**config.mk**
```make
export PLATFORM = sky130hd
export DESIGN_NAME = cies_core
export DESIGN_NICKNAME = d
export VERILOG_FILES = /design/src/cies_pkg.sv /design/src/cies_core.sv
export SDC_FILE = /design/constraint.sdc
export NUM_CORES = 1
export LEC_CHECK = 0
export BUFFER_PORTS_ARGS = -buffer_cell sky130_fd_sc_hd__clkbuf_2
export CORE_MARGIN = 8
export CORE_UTILIZATION = 60
export CTS_CLUSTER_SIZE = 8
export DETAILED_ROUTE_END_ITERATION = 10
export PLACE_DENSITY_LB_ADDON = 0.25
export RECOVER_POWER = 25
export REMOVE_ABC_BUFFERS = 1
export SLEW_MARGIN = 5
export SYNTH_ARGS = -nofsm -noshare
export SYNTH_HDL_FRONTEND = slang
export SYNTH_SLANG_ARGS = --single-unit
```
**constraint.sdc**
```tcl
create_clock -name clk_in -period 8.1 [get_ports clk_in]
set_input_delay 0 -clock clk_in [delete_from_list [all_inputs] [get_ports clk_in]]
set_output_delay 0 -clock clk_in [all_outputs]
set_load 0.02 [all_outputs]
```
**src/cies_pkg.sv**
```systemverilog
package cies_pkg;
  localparam int DATA_W   = 8;
  localparam int ADDR_W   = 7;
  localparam int PC_W     = 11;
  localparam int INSTR_W  = 14;
  localparam int STACK_D  = 8;
  localparam int WDOG_W   = 8;
  localparam int PRE_W    = 8;
  localparam int SP_W     = 3;
  localparam int BIT_MSB  = 7;
  localparam int D_BIT    = 7;
  localparam int OP_HI    = 13;
  localparam int OP_LO    = 8;
  // 6-bit major opcodes of the byte-oriented group
  localparam logic [5:0] OP_MOVE_OR_NOP = 6'h00;
  localparam logic [5:0] OP_IOR  = 6'h04;
  localparam logic [5:0] OP_MOVE_REG = 6'h08;
  localparam logic [5:0] OP_RRC  = 6'h0C;
  localparam logic [5:0] OP_RLC  = 6'h0D;
  localparam logic [3:0] OP_RETL = 4'hD;
  localparam logic [13:0] IW_NOP    = 14'h0000;
  localparam logic [13:0] IW_RETURN = 14'h0008;
  localparam logic [13:0] IW_RET_IRQ = 14'h0009;
  localparam logic [13:0] IW_SLEEP  = 14'h0063;
  localparam logic [PC_W-1:0]  PC_RESET  = 11'h000;
  localparam logic [DATA_W-1:0] ACC_RESET = 8'h00;
  localparam logic [WDOG_W-1:0] WDOG_CLEAR = 8'h00;
  localparam logic [PRE_W-1:0] PRE_CLEAR = 8'h00;
  localparam logic [SP_W-1:0]  SP_RESET  = 3'h0;

  typedef enum logic [1:0] {
    CIES_EXEC  = 2'b00,
    CIES_FLUSH = 2'b01,
    CIES_HALT  = 2'b11
  } cies_state_type;

  typedef struct packed {
    logic carry;
    logic zero;
    logic timeout_status_n;
    logic powerdown_status_n;
  } cies_flags_type;

  typedef struct packed {
    logic [ADDR_W-1:0] addr;
    logic [DATA_W-1:0] data;
    logic              we;
  } cies_fwrite_type;
endpackage

```
**src/cies_core.sv**
```systemverilog
`timescale 1ns/1ps
`default_nettype none
module cies_core (
  input  wire logic                              clk_in,
  input  wire logic                              rst_b_in,
  input  wire logic [cies_pkg::INSTR_W-1:0]      instr_in,
  input  wire logic [cies_pkg::DATA_W-1:0]       freg_rdata_in,
  input  wire logic                              push_in,
  input  wire logic [cies_pkg::PC_W-1:0]         push_addr_in,
  input  wire logic                              wake_in,
  output logic [cies_pkg::PC_W-1:0]              pc_out,
  output logic [cies_pkg::ADDR_W-1:0]            freg_raddr_out,
  output cies_pkg::cies_fwrite_type              fwrite_out,
  output logic [cies_pkg::DATA_W-1:0]            acc_out,
  output cies_pkg::cies_flags_type               flags_out,
  output logic                                   global_irq_enable_out,
  output logic [cies_pkg::WDOG_W-1:0]            watchdog_counter_out,
  output logic [cies_pkg::PRE_W-1:0]             wdog_prescaler_out,
  output logic                                   halted_out
);
  import cies_pkg::*;

  // --------------------------------------------------------------
  // state
  // --------------------------------------------------------------
  // the register file sits outside; freg_rdata_in is the value of the
  // address named by instr_in[6:0] in the same cycle (async read).
  cies_state_type        state_reg, state_next;
  logic [PC_W-1:0]       pc_reg, pc_next;
  logic [DATA_W-1:0]     acc_reg, acc_next;
  cies_flags_type        flags_reg, flags_next;
  logic                  irq_en_reg, irq_en_next;
  logic [WDOG_W-1:0]     wdog_reg;
  logic                  halted_reg;
  logic [PRE_W-1:0]      pre_reg;
  cies_fwrite_type       fw_reg, fw_next;
  logic [PC_W-1:0]       stack_mem [STACK_D];
  logic [SP_W-1:0]       sp_reg, sp_next;
  logic                  pop;
  logic                  sleep_now;
  logic [PC_W-1:0]       stack_top;

  function automatic logic [DATA_W-1:0] dest_sel(
    input logic [DATA_W-1:0] v);
    dest_sel = v;
  endfunction

  wire logic [5:0]        op6  = instr_in[OP_HI:OP_LO];
  wire logic              dbit = instr_in[D_BIT];
  wire logic [DATA_W-1:0] fval = freg_rdata_in;
  assign stack_top = stack_mem[sp_reg - 3'h1];

  // --------------------------------------------------------------
  // execute
  // --------------------------------------------------------------
  always_comb begin
    logic [DATA_W-1:0] res;
    logic              wr_f;
    logic              wr_acc;
    res        = fval;
    wr_f       = 1'b0;
    wr_acc     = 1'b0;
    state_next = state_reg;
    pc_next    = pc_reg;
    acc_next   = acc_reg;
    flags_next = flags_reg;
    irq_en_next = irq_en_reg;
    pop        = 1'b0;
    sleep_now  = 1'b0;
    unique case (state_reg)
      CIES_EXEC: begin
        pc_next = pc_reg + 11'h001;
        if (instr_in == IW_RETURN) begin
          pop        = 1'b1;
          pc_next    = stack_top;
          state_next = CIES_FLUSH;
        end else if (instr_in == IW_RET_IRQ) begin
          pop        = 1'b1;
          pc_next    = stack_top;
          irq_en_next = 1'b1;
          state_next = CIES_FLUSH;
        end else if (instr_in == IW_SLEEP) begin
          flags_next.timeout_status_n   = 1'b1;
          flags_next.powerdown_status_n = 1'b0;
          sleep_now  = 1'b1;
          state_next = CIES_HALT;
        end else if (instr_in[OP_HI:OP_HI-3] == OP_RETL) begin
          acc_next   = instr_in[DATA_W-1:0];
          pop        = 1'b1;
          pc_next    = stack_top;
          state_next = CIES_FLUSH;
        end else begin
          unique case (op6)
            OP_MOVE_OR_NOP: begin
              if (dbit) begin
                res  = acc_reg;
                wr_f = 1'b1;
              end
            end
            OP_IOR: begin
              res             = acc_reg | fval;
              flags_next.zero = (res == 8'h00);
              wr_f            = dbit;
              wr_acc          = !dbit;
            end
            OP_MOVE_REG: begin
              res             = fval;
              flags_next.zero = (res == 8'h00);
              wr_f            = dbit;
              wr_acc          = !dbit;
            end
            OP_RLC: begin
              res = {fval[BIT_MSB-1:0], flags_reg.carry};
              flags_next.carry = fval[BIT_MSB];
              wr_f   = dbit;
              wr_acc = !dbit;
            end
            OP_RRC: begin
              res = {flags_reg.carry, fval[BIT_MSB:1]};
              flags_next.carry = fval[0];
              wr_f   = dbit;
              wr_acc = !dbit;
            end
            default: begin
            end
          endcase
          if (wr_acc) begin
            acc_next = dest_sel(res);
          end
        end
      end
      CIES_FLUSH: begin
        state_next = CIES_EXEC; // second cycle of a return
      end
      CIES_HALT: begin
        pc_next = pc_reg;
        if (wake_in) begin
          state_next = CIES_EXEC;
        end
      end
      default: begin
        state_next = CIES_EXEC;
      end
    endcase
    fw_next.addr = instr_in[ADDR_W-1:0];
    fw_next.data = res;
    fw_next.we   = wr_f;
  end

  // --------------------------------------------------------------
  // registers
  // --------------------------------------------------------------
  always_ff @(posedge clk_in) begin
    if (!rst_b_in) begin
      state_reg <= CIES_EXEC;
      pc_reg    <= PC_RESET;
      acc_reg   <= ACC_RESET;
      flags_reg <= '{carry: 1'b0, zero: 1'b0,
                     timeout_status_n: 1'b1, powerdown_status_n: 1'b1};
      irq_en_reg <= 1'b0;
      fw_reg    <= '0;
    end else begin
      state_reg <= state_next;
      pc_reg    <= pc_next;
      acc_reg   <= acc_next;
      flags_reg <= flags_next;
      irq_en_reg <= irq_en_next;
      fw_reg    <= fw_next;
    end
  end

  // watchdog: steps once every 256 cycles, on prescaler wrap, while not halted; cleared by sleep
  always_ff @(posedge clk_in) begin
    if (!rst_b_in) begin
      wdog_reg <= WDOG_CLEAR;
      pre_reg  <= PRE_CLEAR;
    end else if (sleep_now) begin
      wdog_reg <= WDOG_CLEAR;
      pre_reg  <= PRE_CLEAR;
    end else if (state_reg != CIES_HALT) begin
      pre_reg <= pre_reg + 8'h01;
      if (pre_reg == 8'hFF) begin
        wdog_reg <= wdog_reg + 8'h01;
      end
    end
  end

  // halt flag registered so the output carries no decode glitch
  always_ff @(posedge clk_in) begin
    if (!rst_b_in) begin
      halted_reg <= 1'b0;
    end else begin
      halted_reg <= (state_next == CIES_HALT);
    end
  end

  // stack wraps like a ring; overflow silently overwrites the oldest
  always_comb begin
    sp_next = sp_reg;
    if (pop) begin
      sp_next = sp_reg - 3'h1;
    end else if (push_in) begin
      sp_next = sp_reg + 3'h1;
    end
  end

  always_ff @(posedge clk_in) begin
    if (!rst_b_in) begin
      sp_reg <= SP_RESET;
    end else begin
      sp_reg <= sp_next;
    end
  end

  always_ff @(posedge clk_in) begin
    if (push_in && !pop) begin
      stack_mem[sp_reg] <= push_addr_in;
    end
  end

  // --------------------------------------------------------------
  // outputs
  // --------------------------------------------------------------
  assign pc_out                = pc_reg;
  assign freg_raddr_out        = instr_in[ADDR_W-1:0];
  assign fwrite_out            = fw_reg;
  assign acc_out               = acc_reg;
  assign flags_out             = flags_reg;
  assign global_irq_enable_out = irq_en_reg;
  assign watchdog_counter_out  = wdog_reg;
  assign wdog_prescaler_out    = pre_reg;
  assign halted_out            = halted_reg;

  wire logic exec_q = (state_reg == CIES_EXEC);
endmodule
`default_nettype wire

```
## Word-level counts from Yosys, hierarchy flattened

Memory sizes are Yosys's and may differ from the RTL's.
Cells that the tools add are included.
W data, S select, Z words.

- Reductions and logical operators: 20
- Multiply operators: 0
- Eq/ne operators: 12
- Divide/modulo/power cells: 0
- Add/sub/neg operators: 5
- Shifts and indexed selects: 0
- Mux-type cells: 42
- Bitwise gates (word level): 7
- $lt $le $gt $ge: 0

Operators by type and width:

| cell | number |
|---|---|
| $mux W8 | 8 |
| $mux W11 | 4 |
| $pmux W8 S4 | 1 |
| $eq A14 B4 Y1 const B | 2 |
| $eq A6 B4 Y1 const B | 3 |
| $mux W1 | 18 |
| $add A8 B1 Y8 const B | 2 |
| $logic_not A8 Y1 | 2 |
| $eq A14 B7 Y1 const B | 1 |
| $reduce_and A6 Y1 | 2 |
| $add A11 B1 Y11 const B | 1 |
| $mux W2 | 5 |
| $eq A8 B8 Y1 const B | 1 |
| $or A8 B8 Y8 | 1 |
| $reduce_bool A2 Y1 | 4 |
| $eq A6 B3 Y1 const B | 1 |
| $logic_not A6 Y1 | 1 |
| $mux W3 | 2 |
| $not A1 Y1 | 6 |
| $pmux W1 S2 | 3 |
| $reduce_or A6 Y1 | 1 |
| $reduce_and A5 Y1 | 1 |
| $eq A2 B2 Y1 const B | 2 |
| $eq A4 B4 Y1 const B | 1 |
| other kinds (12) | 13 |

- Memories kept: 1
- Bits of input ports: 37
- Bits in latches: 0
- Bits in registers: 61
- Bits in writable memories: 88
- Bits in read-only memories: 0

Memories:

| memory | words | width | read ports | clocked after memory_dff | wr ports | line | source |
|---|---|---|---|---|---|---|---|
| stack_mem | 8 | 11 | 1 | 0 | 1 | cies_core.sv:37 | `logic [PC_W-1:0] stack_mem [STACK_D];` |

## Depth between registers and ports, before layout

Gate-level depths: netlist (run 1).

- Word-level depth: 10
- Mapped depth: 10

## Worst setup path before layout (run 1)

OpenSTA, ideal clock, no wires.

- Kind: reg-to-reg
- Start: register sp_reg[0]
- End: register pc_reg[2] (netlist: pc_out[2])
- Buffers on the path: 4
- Cell stages (with the launch flop): 10
- Setup slack: 5401 ps
- Data arrival time: 2566 ps
- Period minus slack after synthesis: 2699 ps
- Library setup time: 133 ps
- Cell sequence: dfxtp_1 buf_2 buf_1 inv_1 ha_1 clkbuf_1 buf_1 mux4_2 o2111ai_1 a31oi_1

- Cells in the longest elaborated chain, start to end: 6

Ends and longest elaborated chain:

| item | line | source |
|---|---|---|
| from (decl) | cies_core.sv:38 | `logic [SP_W-1:0] sp_reg, sp_next;` |
| from (signal assigned) | cies_core.sv:211 | `sp_reg <= sp_next;` |
| $sub A3 B1 Y3 (*) | cies_core.sv:51 | `assign stack_top = stack_mem[sp_reg - 3'h1];` |
| $mem_v2 Z8 W11 (*) | -- |  |
| $mux W11 | cies_core.sv:87 | `end else if (instr_in[OP_HI:OP_HI-3] == OP_RETL) begin` |
| $mux W11 | cies_core.sv:82 | `end else if (instr_in == IW_SLEEP) begin` |
| $mux W11 | cies_core.sv:77 | `end else if (instr_in == IW_RET_IRQ) begin` |
| $mux W11 (*) | cies_core.sv:73 | `if (instr_in == IW_RETURN) begin` |
| to (signal assigned) | cies_core.sv:164 | `pc_reg <= pc_next;` |
| to (decl) | cies_core.sv:29 | `logic [PC_W-1:0] pc_reg, pc_next;` |

Every way passes the cells marked *; elsewhere a longest branch is shown, timed or not.
A chain may end at the register's enable or synchronous reset.

## Worst setup path in the final report (run 1)

- Start: register sp_reg[0]
- End: register pc_reg[3] (netlist: pc_out[3])

The elaborated chain is that of the path after synthesis.

==> metrics.csv, run 1 <==
stage;metric;value;unit
outcome;status;finished, violations left;
outcome;violations;capacitance limit, slew limit;
final_layout;num-fill-cells;789;
floorplanning;die_h;123;µm
final_layout;largest_reg_flops;88;
route;wire_per_inst;19.3;µm
critical_path;cp-start-kind;register;
floorplanning;start_util;60.4;%
critical_path;cp.arrival;3.56;ns
sta;fin_ws;4.86;ns
clock_network;clk_pin_slew;0.06;ns
sta;period_needed;3.24;ns
clock_network;cts_buffer_depth;2;
logic_synthesis;yosys.area.top_type;edfxtp_1;
clock_network;cts_tree;done;
placed_design;dp_hpwl;11.3;mm
clock_network;htree_levels;4;
job;maxCapViolCount;1;
logic_synthesis;ys_top_cells_by_area;edfxtp_1, dfxtp_1, mux2i_1;
critical_path;worst-path-stages;8;
logic_synthesis;synth_edf_count;88;
sta;max-slew-margin-rel;-14.7;%
logic_synthesis;yosys_warnings;0;
critical_path;crit_slowest_cell;dfxtp_1;
clock_network;post-cts-setup-buffers;0;
route;via_per_inst;6.20;
route;drcViolationCount;0;
logic_synthesis;syn_area;0.00681;mm²
grt;grt_pass1_vias;5303;
logic_synthesis;ys_async_sr_fraction;0;%
sta;slew_violations;42;
grt;grt_max_degree;42;
critical_path;path_class;register to register;
grt;grt_overflow_total;0;
sta;hold_violations;0;
route;drt_iter0_drc;667;
logic_synthesis;synth_cells;600;
grt;grt_pass1_wl;27.0;mm
grt;grt_util_all_layers;23.1;%
sta;min_period_over_period;40.0;%
critical_path;cp_data_required_time;8.43;ns
sta;tightest_slew;1.72;ns
logic_synthesis;ys_seq_area_share;56.7;%
critical_path;rr_worst_depth;8;
clock_network;clkSinkCount;149;
critical_path;cp_top_family;flip-flops;
logic_synthesis;synth-seq-cells;149;
logic_synthesis;ys_types;64;
logic_synthesis;yosysTopAreaCellShare;38.8;%
power_and_ir_drop;powerDensity;225;mW/mm²
route;ant_nets;0;
clock_network;cts_root_buf;clkbuf_16;
grt;antenna_found_initial;0;
sta;final-setup-viol-count;0;
final_layout;largest_register;stack_mem;
clock_network;cts-resized-gates;0;
route;via_count;5373;
critical_path;critical_path.max_stage_delay;0.90;ns
logic_synthesis;synth_ff_type;edfxtp_1;
final_layout;layout.nets;755;
final_layout;antenna_cells;0;
min_path;hp-class;primary input to register;
power_and_ir_drop;power.leakage;3.13;nW
clock_network;numCtsBuffers;17;
sta;rsz0062_at_grt;no;
critical_path;path_buf_inv;2;
placed_design;port_buffers;99;
critical_path;path_cells;inv_1 -> ha_1 -> xor2_2 -> buf_4 -> mux2i_1 -> a32oi_1 -> nand3_1 -> a31oi_1;
route;wirelength;16.7;mm
final_layout;area_growth;19.9;%
placed_design;gp_congestion;0.854;
clock_network;hold_buffers;26;
route;drtPass1Iterations;6;
final_layout;drive_gt1_share;20.3;%
floorplanning;die-area;0.0150;mm²
floorplanning;io_pins;101;
min_path;hold_depth;4;
clock_network;clk_latency;0.42;ns
sta;fmax;0.309;GHz
sta;finalSetupTns;0;ns
sta;finClkSkew;0.00636;ns
critical_path;end_kind;register;
power_and_ir_drop;peakVddDrop;0.000288;V
floorplanning;rows;39;
final_layout;final_cell_mix;clkbuf_2, edfxtp_1, nand2_1;
placed_design;pre_cts_slack;4.88;ns
critical_path;cp_max_fo;18;
floorplanning;die_x;123;µm
floorplanning;coreArea;0.0113;mm²
logic_synthesis;syn_avg_cell_area;11.4;µm²
[worst reg2reg max path: cells and delay by family, from the launching register on]
kind | cells | cell delay [ns]
adders and majority gates | 1 | 0.33
DFF | 1 | 0.90
xor gates and xnor gates | 1 | 0.57
AOI/OAI and AO/OA | 2 | 0.40
and+or+nand+nor | 1 | 0.12
buffers and inverters | 2 | 0.67
muxes | 1 | 0.15
[synthesized netlist by cell type (3+ instances only)]
cell type and number:
and3_1 10, o21ai_0 21, nand4_1 7, nor2b_1 8, ha_1 7, nor2_1 61, a21oi_1 15, or4_1 3
nor3_1 19, nor4_1 9, nand2_1 64, o31ai_1 5, nand2b_1 3, nand3_1 13, buf_4 9, inv_1 12
buf_1 4, a31oi_1 6, or3_1 5, o22ai_1 7, a221oi_1 6, and2_1 8, a211oi_1 5, mux4_2 13
dfxtp_1 61, o32ai_1 6, mux2i_1 30, clkbuf_1 16, o21a_1 8, nand4b_1 3, buf_2 8, xnor2_1 5
edfxtp_1 88, a32oi_1 11, xor2_1 11
[worst paths after layout]
check                         from            to  slack (ns)
hold reg to reg       flags_out[2]  flags_out[2]        0.48
setup / recovery         sp_reg[0]     pc_out[3]        4.86
setup reg to reg         sp_reg[0]     pc_out[3]        4.86
hold / removal    freg_rdata_in[3]  flags_out[2]        0.04
[report_power, final]
group / leakage, nW / switching [W] / internal [W]
logic: 1.55 / 0.000129 / 0.0000826
clock network: 0.285 / 0.000299 / 0.000484
registers: 1.30 / 0.0000184 / 0.000827
total: 3.13 / 0.000447 / 0.00139
[cell families (layout without fill, tap and decap cells)]
logic type      Yosys count  in the layout  synth area share, %
fa+ha+maj                 8              8                 1.43
other cells               1              1               0.0550
buf+inv                  50            173                 3.42
xor+xnor                 17             17                 2.30
compound gates          107            107                 11.0
flops                   149            149                 56.7
mux                      44             44                 8.87
simple gates            224            224                 16.2
[final cells by class]
class / instances / area [µm²] / area share [%]
multi-input combinational: 401 / 2720 / 33.2
clock inverter: 11 / 151 / 1.85
tap: 143 / 179 / 2.19
inverter: 12 / 45.0 / 0.551
timing repair buffer: 130 / 779 / 9.54
sequential: 149 / 3860 / 47.3
clock buffer: 20 / 437 / 5.34
[per-stage QoR]
stage                     hold slack (ns)  instances  area [µm²]  total power [W]  utilization, %
after floorplan                         0        562        6630         0.000980               -
after global placement              0.263        809        7340          0.00105            65.1
after detailed placement            0.285        809        7340          0.00106            65.1
after CTS                          0.0204        866        8190          0.00185            72.6
after global routing               0.0509        866        8170          0.00190            72.5
final                              0.0374        866        8170          0.00184            72.5
[routing by layer]
layer	global-route usage [%]	part of all wire [%]	up-vias
li1	-	-	2479
met1	27.9	40	2590
met2	38.2	48	270
met3	5.93	9.0	34
met4	10.3	2.5	0
met5	0	0	-
(Power assumes the default switching activity.)
==> inputs of run 2 (changes only) <==
--- a/config.mk
+++ b/config.mk
@@ -5,9 +5,10 @@
 export SDC_FILE = /design/constraint.sdc
 export NUM_CORES = 1
 export LEC_CHECK = 0
+export ABC_AREA = 1
 export BUFFER_PORTS_ARGS = -buffer_cell sky130_fd_sc_hd__clkbuf_2
 export CORE_MARGIN = 8
-export CORE_UTILIZATION = 60
+export CORE_UTILIZATION = 58
 export CTS_CLUSTER_SIZE = 8
 export DETAILED_ROUTE_END_ITERATION = 10
 export PLACE_DENSITY_LB_ADDON = 0.25
==> constraint.sdc (replaced) <==
create_clock -name clk_in -period 3.3 [get_ports clk_in]
set_input_delay 0 -clock clk_in [delete_from_list [all_inputs] [get_ports clk_in]]
set_output_delay 0 -clock clk_in [all_outputs]
set_load 0.02 [all_outputs]
==> run 2 against run 1 <==
The flow now finishes without violations. Worst setup slack worse by 4.1 ns. Cell area rose by 5.3%. Utilization down 1.2 points. Via count grew 16%. First-iteration DRC count grew 17%. Flip-flop and latch count did not move. Area after synthesis grew 5.9%. Worst hold slack worse by 0.0038 ns. Die area up 8.3%. Synthesized cell count grew 40%. Combinational power rose to 2.9 times the previous value. Highest routed layer unchanged.
==> metrics.csv, run 2 <==
stage;metric;value;unit;change
logic_synthesis;synth_fa_ha_area_share;1.21;%;was 1.43%
logic_synthesis;synth_compound_area_share;8.70;%;was 11.0%
power_and_ir_drop;power.leakage;3.66;nW;was 3.13 nW
sta;fmax;0.393;GHz;
route;drcViolationCount;0;;unchanged
critical_path;cp_max_fo;13;;was 18
clock_network;clkSinkCount;149;;unchanged
floorplanning;die_x;128;µm;was 123 µm
clock_network;hold_buffers;29;;was 26
grt;grt_max_degree;48;;was 42
final_layout;drive_gt1_share;17.6;%;was 20.3%
critical_path;path_class;primary input to register;;was register to register
critical_path;cp.arrival;2.60;ns;was 3.56 ns
power_and_ir_drop;peakVddDrop;0.000459;V;was 0.000288 V
logic_synthesis;synth_ff_type;edfxtp_1;;unchanged
logic_synthesis;syn_avg_cell_area;8.60;µm²;was 11.4 µm²
sta;final-setup-viol-count;0;;unchanged
sta;period_needed;2.55;ns;
logic_synthesis;synth-seq-cells;149;;unchanged
logic_synthesis;ys_seq_area_share;53.5;%;was 56.7%
route;wire_per_inst;16.3;µm;was 19.3 µm
logic_synthesis;synth_cells;839;;was 600
final_layout;seq_area;0.00386;mm²;unchanged
logic_synthesis;yosys_warnings;0;;unchanged
final_layout;layout.nets;999;;was 755
clock_network;clk_latency;0.43;ns;was 0.42 ns
final_layout;area_growth;19.2;%;was 19.9%
floorplanning;io_pins;101;;unchanged
clock_network;cts-resized-gates;0;;unchanged
route;drt_iter0_drc;782;;was 667
grt;grt_overflow_total;0;;unchanged
logic_synthesis;synth.most_common_cell;nand2_1;;was edfxtp_1
final_layout;antenna_cells;0;;unchanged
final_layout;num-fill-cells;930;;was 789
power_and_ir_drop;powerDensity;534;mW/mm²;was 225 mW/mm²
logic_synthesis;yosysTopAreaCellShare;36.6;%;was 38.8%
clock_network;cts_root_buf;clkbuf_16;;unchanged
sta;tightest_slew;0.951;ns;was 1.72 ns
final_layout;largest_register;stack_mem;;unchanged
sta;slew_violations;0;;was 42
grt;grt_pass1_wl;29.4;mm;was 27.0 mm
placed_design;dp_hpwl;12.6;mm;was 11.3 mm
sta;max-slew-margin-rel;36.4;%;was -14.7%
final_layout;multiInputGateArea;0.00286;mm²;was 0.00272 mm²
placed_design;gp_congestion;0.962;;was 0.854
route;drtPass1Iterations;5;;was 6
floorplanning;die-area;0.0163;mm²;was 0.0150 mm²
critical_path;cp_data_required_time;3.35;ns;was 8.43 ns
clock_network;numCtsBuffers;17;;unchanged
final_layout;final_util;71.3;%;was 72.5%
logic_synthesis;syn_area;0.00722;mm²;was 0.00681 mm²
route;via_count;6229;;was 5373
floorplanning;rows;40;;was 39
route;via_per_inst;5.48;;was 6.20
logic_synthesis;muxShareOfSynthArea;0;%;was 8.87%
logic_synthesis;synth_top_family_by_area;simple AND/OR/NAND/NOR gates;;unchanged
clock_network;htree_levels;4;;unchanged
placed_design;port_buffers;99;;unchanged
job;maxCapViolCount;0;;was 1
final_layout;final_cell_mix;nand2_1, nor2_1, edfxtp_1;;was clkbuf_2, edfxtp_1, nand2_1
logic_synthesis;synth_edf_count;88;;unchanged
clock_network;cts_tree;done;;unchanged
logic_synthesis;ys_types;45;;was 64
grt;antenna_found_initial;0;;unchanged
sta;finClkSkew;0.00792;ns;was 0.00636 ns
grt;grt_pass1_vias;5727;;was 5303
clock_network;post-cts-setup-buffers;0;;unchanged
sta;hold_violations;0;;unchanged
grt;grt_util_all_layers;23.0;%;was 23.1%
clock_network;cts_buffer_depth;2;;unchanged
sta;rsz0062_at_grt;no;;unchanged
critical_path;end_kind;register;;unchanged
floorplanning;start_util;59.8;%;was 60.4%
floorplanning;coreArea;0.0121;mm²;was 0.0113 mm²
critical_path;cp-start-kind;primary input;;was register
sta;min_period_over_period;77.2;%;
logic_synthesis;ys_top_cells_by_area;edfxtp_1, dfxtp_1, nand2_1;;was edfxtp_1, dfxtp_1, mux2i_1
outcome;status;finished, final reports clean;;was finished, violations left
final_layout;largest_reg_flops;88;;unchanged
logic_synthesis;yosys-top-cells-count;nand2_1, nor2_1, edfxtp_1;;was edfxtp_1, nand2_1, dfxtp_1, nor2_1, mux2i_1
clock_network;clk_pin_slew;0.06;ns;about the same
sta;finalSetupTns;0;ns;unchanged
logic_synthesis;yosys.area.top_type;edfxtp_1;;unchanged
final_layout;final_common_cell;nand2_1;;
floorplanning;die_h;128;µm;was 123 µm
logic_synthesis;synth_xor_area_share;2.06;%;was 2.30%
logic_synthesis;ys_async_sr_fraction;0;%;unchanged
logic_synthesis;synthSimpleGateAreaFrac;27.5;%;was 16.2%
min_path;hp-class;primary input to register;;unchanged
route;wirelength;18.5;mm;was 16.7 mm
route;ant_nets;0;;unchanged
[run 2: cell types whose count changed after synthesis, moves of 13 or more]
cell / previous run / this run
mux4_2: 13 / 0
nand2_1: 64 / 218
nor2_1: 61 / 94
a21oi_1: 15 / 29
o21ai_0: 21 / 51
nand3_1: 13 / 81
mux2i_1: 30 / 0
inv_1: 12 / 57
[run 2: final cells by class]
cell class	instances	share of cell area (%)
sequential	149	44.9
clock inverter	13	1.69
inverter	69	3.04
clock buffer	19	5.15
tap	168	2.44
timing repair buffer	136	9.58
multi-input combinational	582	33.2
[run 2: kinds of logic after synthesis]
| logic type | Yosys count |
|---|---|
| XOR/XNOR | 17 |
| AND/OR/NAND/NOR | 443 |
| adder cells (fa/ha/maj) | 7 |
| buffers and inverters | 108 |
| other | 1 |
| AO/OA/AOI/OAI | 114 |
| flip-flops | 149 |
[run 2: power breakdown]
part	switching, W	internal [W]	leakage, nW	total [W]
clock network	0.000773	0.00114	0.286	0.00191
registers	0.0000361	0.00203	1.30	0.00207
logic	0.000417	0.000191	2.07	0.000607
[run 2: critical path: stages]
cell,delay [ns]
dlygate4sd3_1,0.53
clkbuf_2,0.26
nor2_1,0.09
nand2_1,0.15
nor2_2,0.09
nand2_2,0.08
nand3_4,0.15
nand2_2,0.15
inv_2,0.06
nor2_2,0.12
nand2_1,0.13
nor2_1,0.76
[run 2: final timing paths]
kind | startpoint | to | slack [ns] | depth (start not counted)
setup / recovery | instr_in[7] | stack_mem[1][7] | 0.75 | 12
hold / removal | rst_b_in | flags_out[0] | 0.03 | 3
setup reg to reg | state_reg[0] | stack_mem[1][7] | 1.06 | 7
hold reg to reg | flags_out[0] | flags_out[0] | 0.46 | 2
[run 2: per-stage QoR]
step	setup WS [ns]	total power [W]	hold slack [ns]	cells	instance area (µm²)
floorplan	0.0970	0.00245	0	800	6980
global placement	0.948	0.00267	0.244	1075	7750
detailed placement	0.897	0.00268	0.264	1075	7750
CTS	0.822	0.00460	0.0125	1136	8620
global route	0.605	0.00476	0.0322	1136	8600
finish	0.753	0.00459	0.0336	1136	8600
[run 2: per-layer routing]
layer	track usage [%]	vias to the layer above	routed length (µm)
li1	-	3008	-
met1	29.1	2852	7600
met2	36.8	324	8700
met3	6.41	45	1750
met4	8.68	0	454
met5	0	-	0
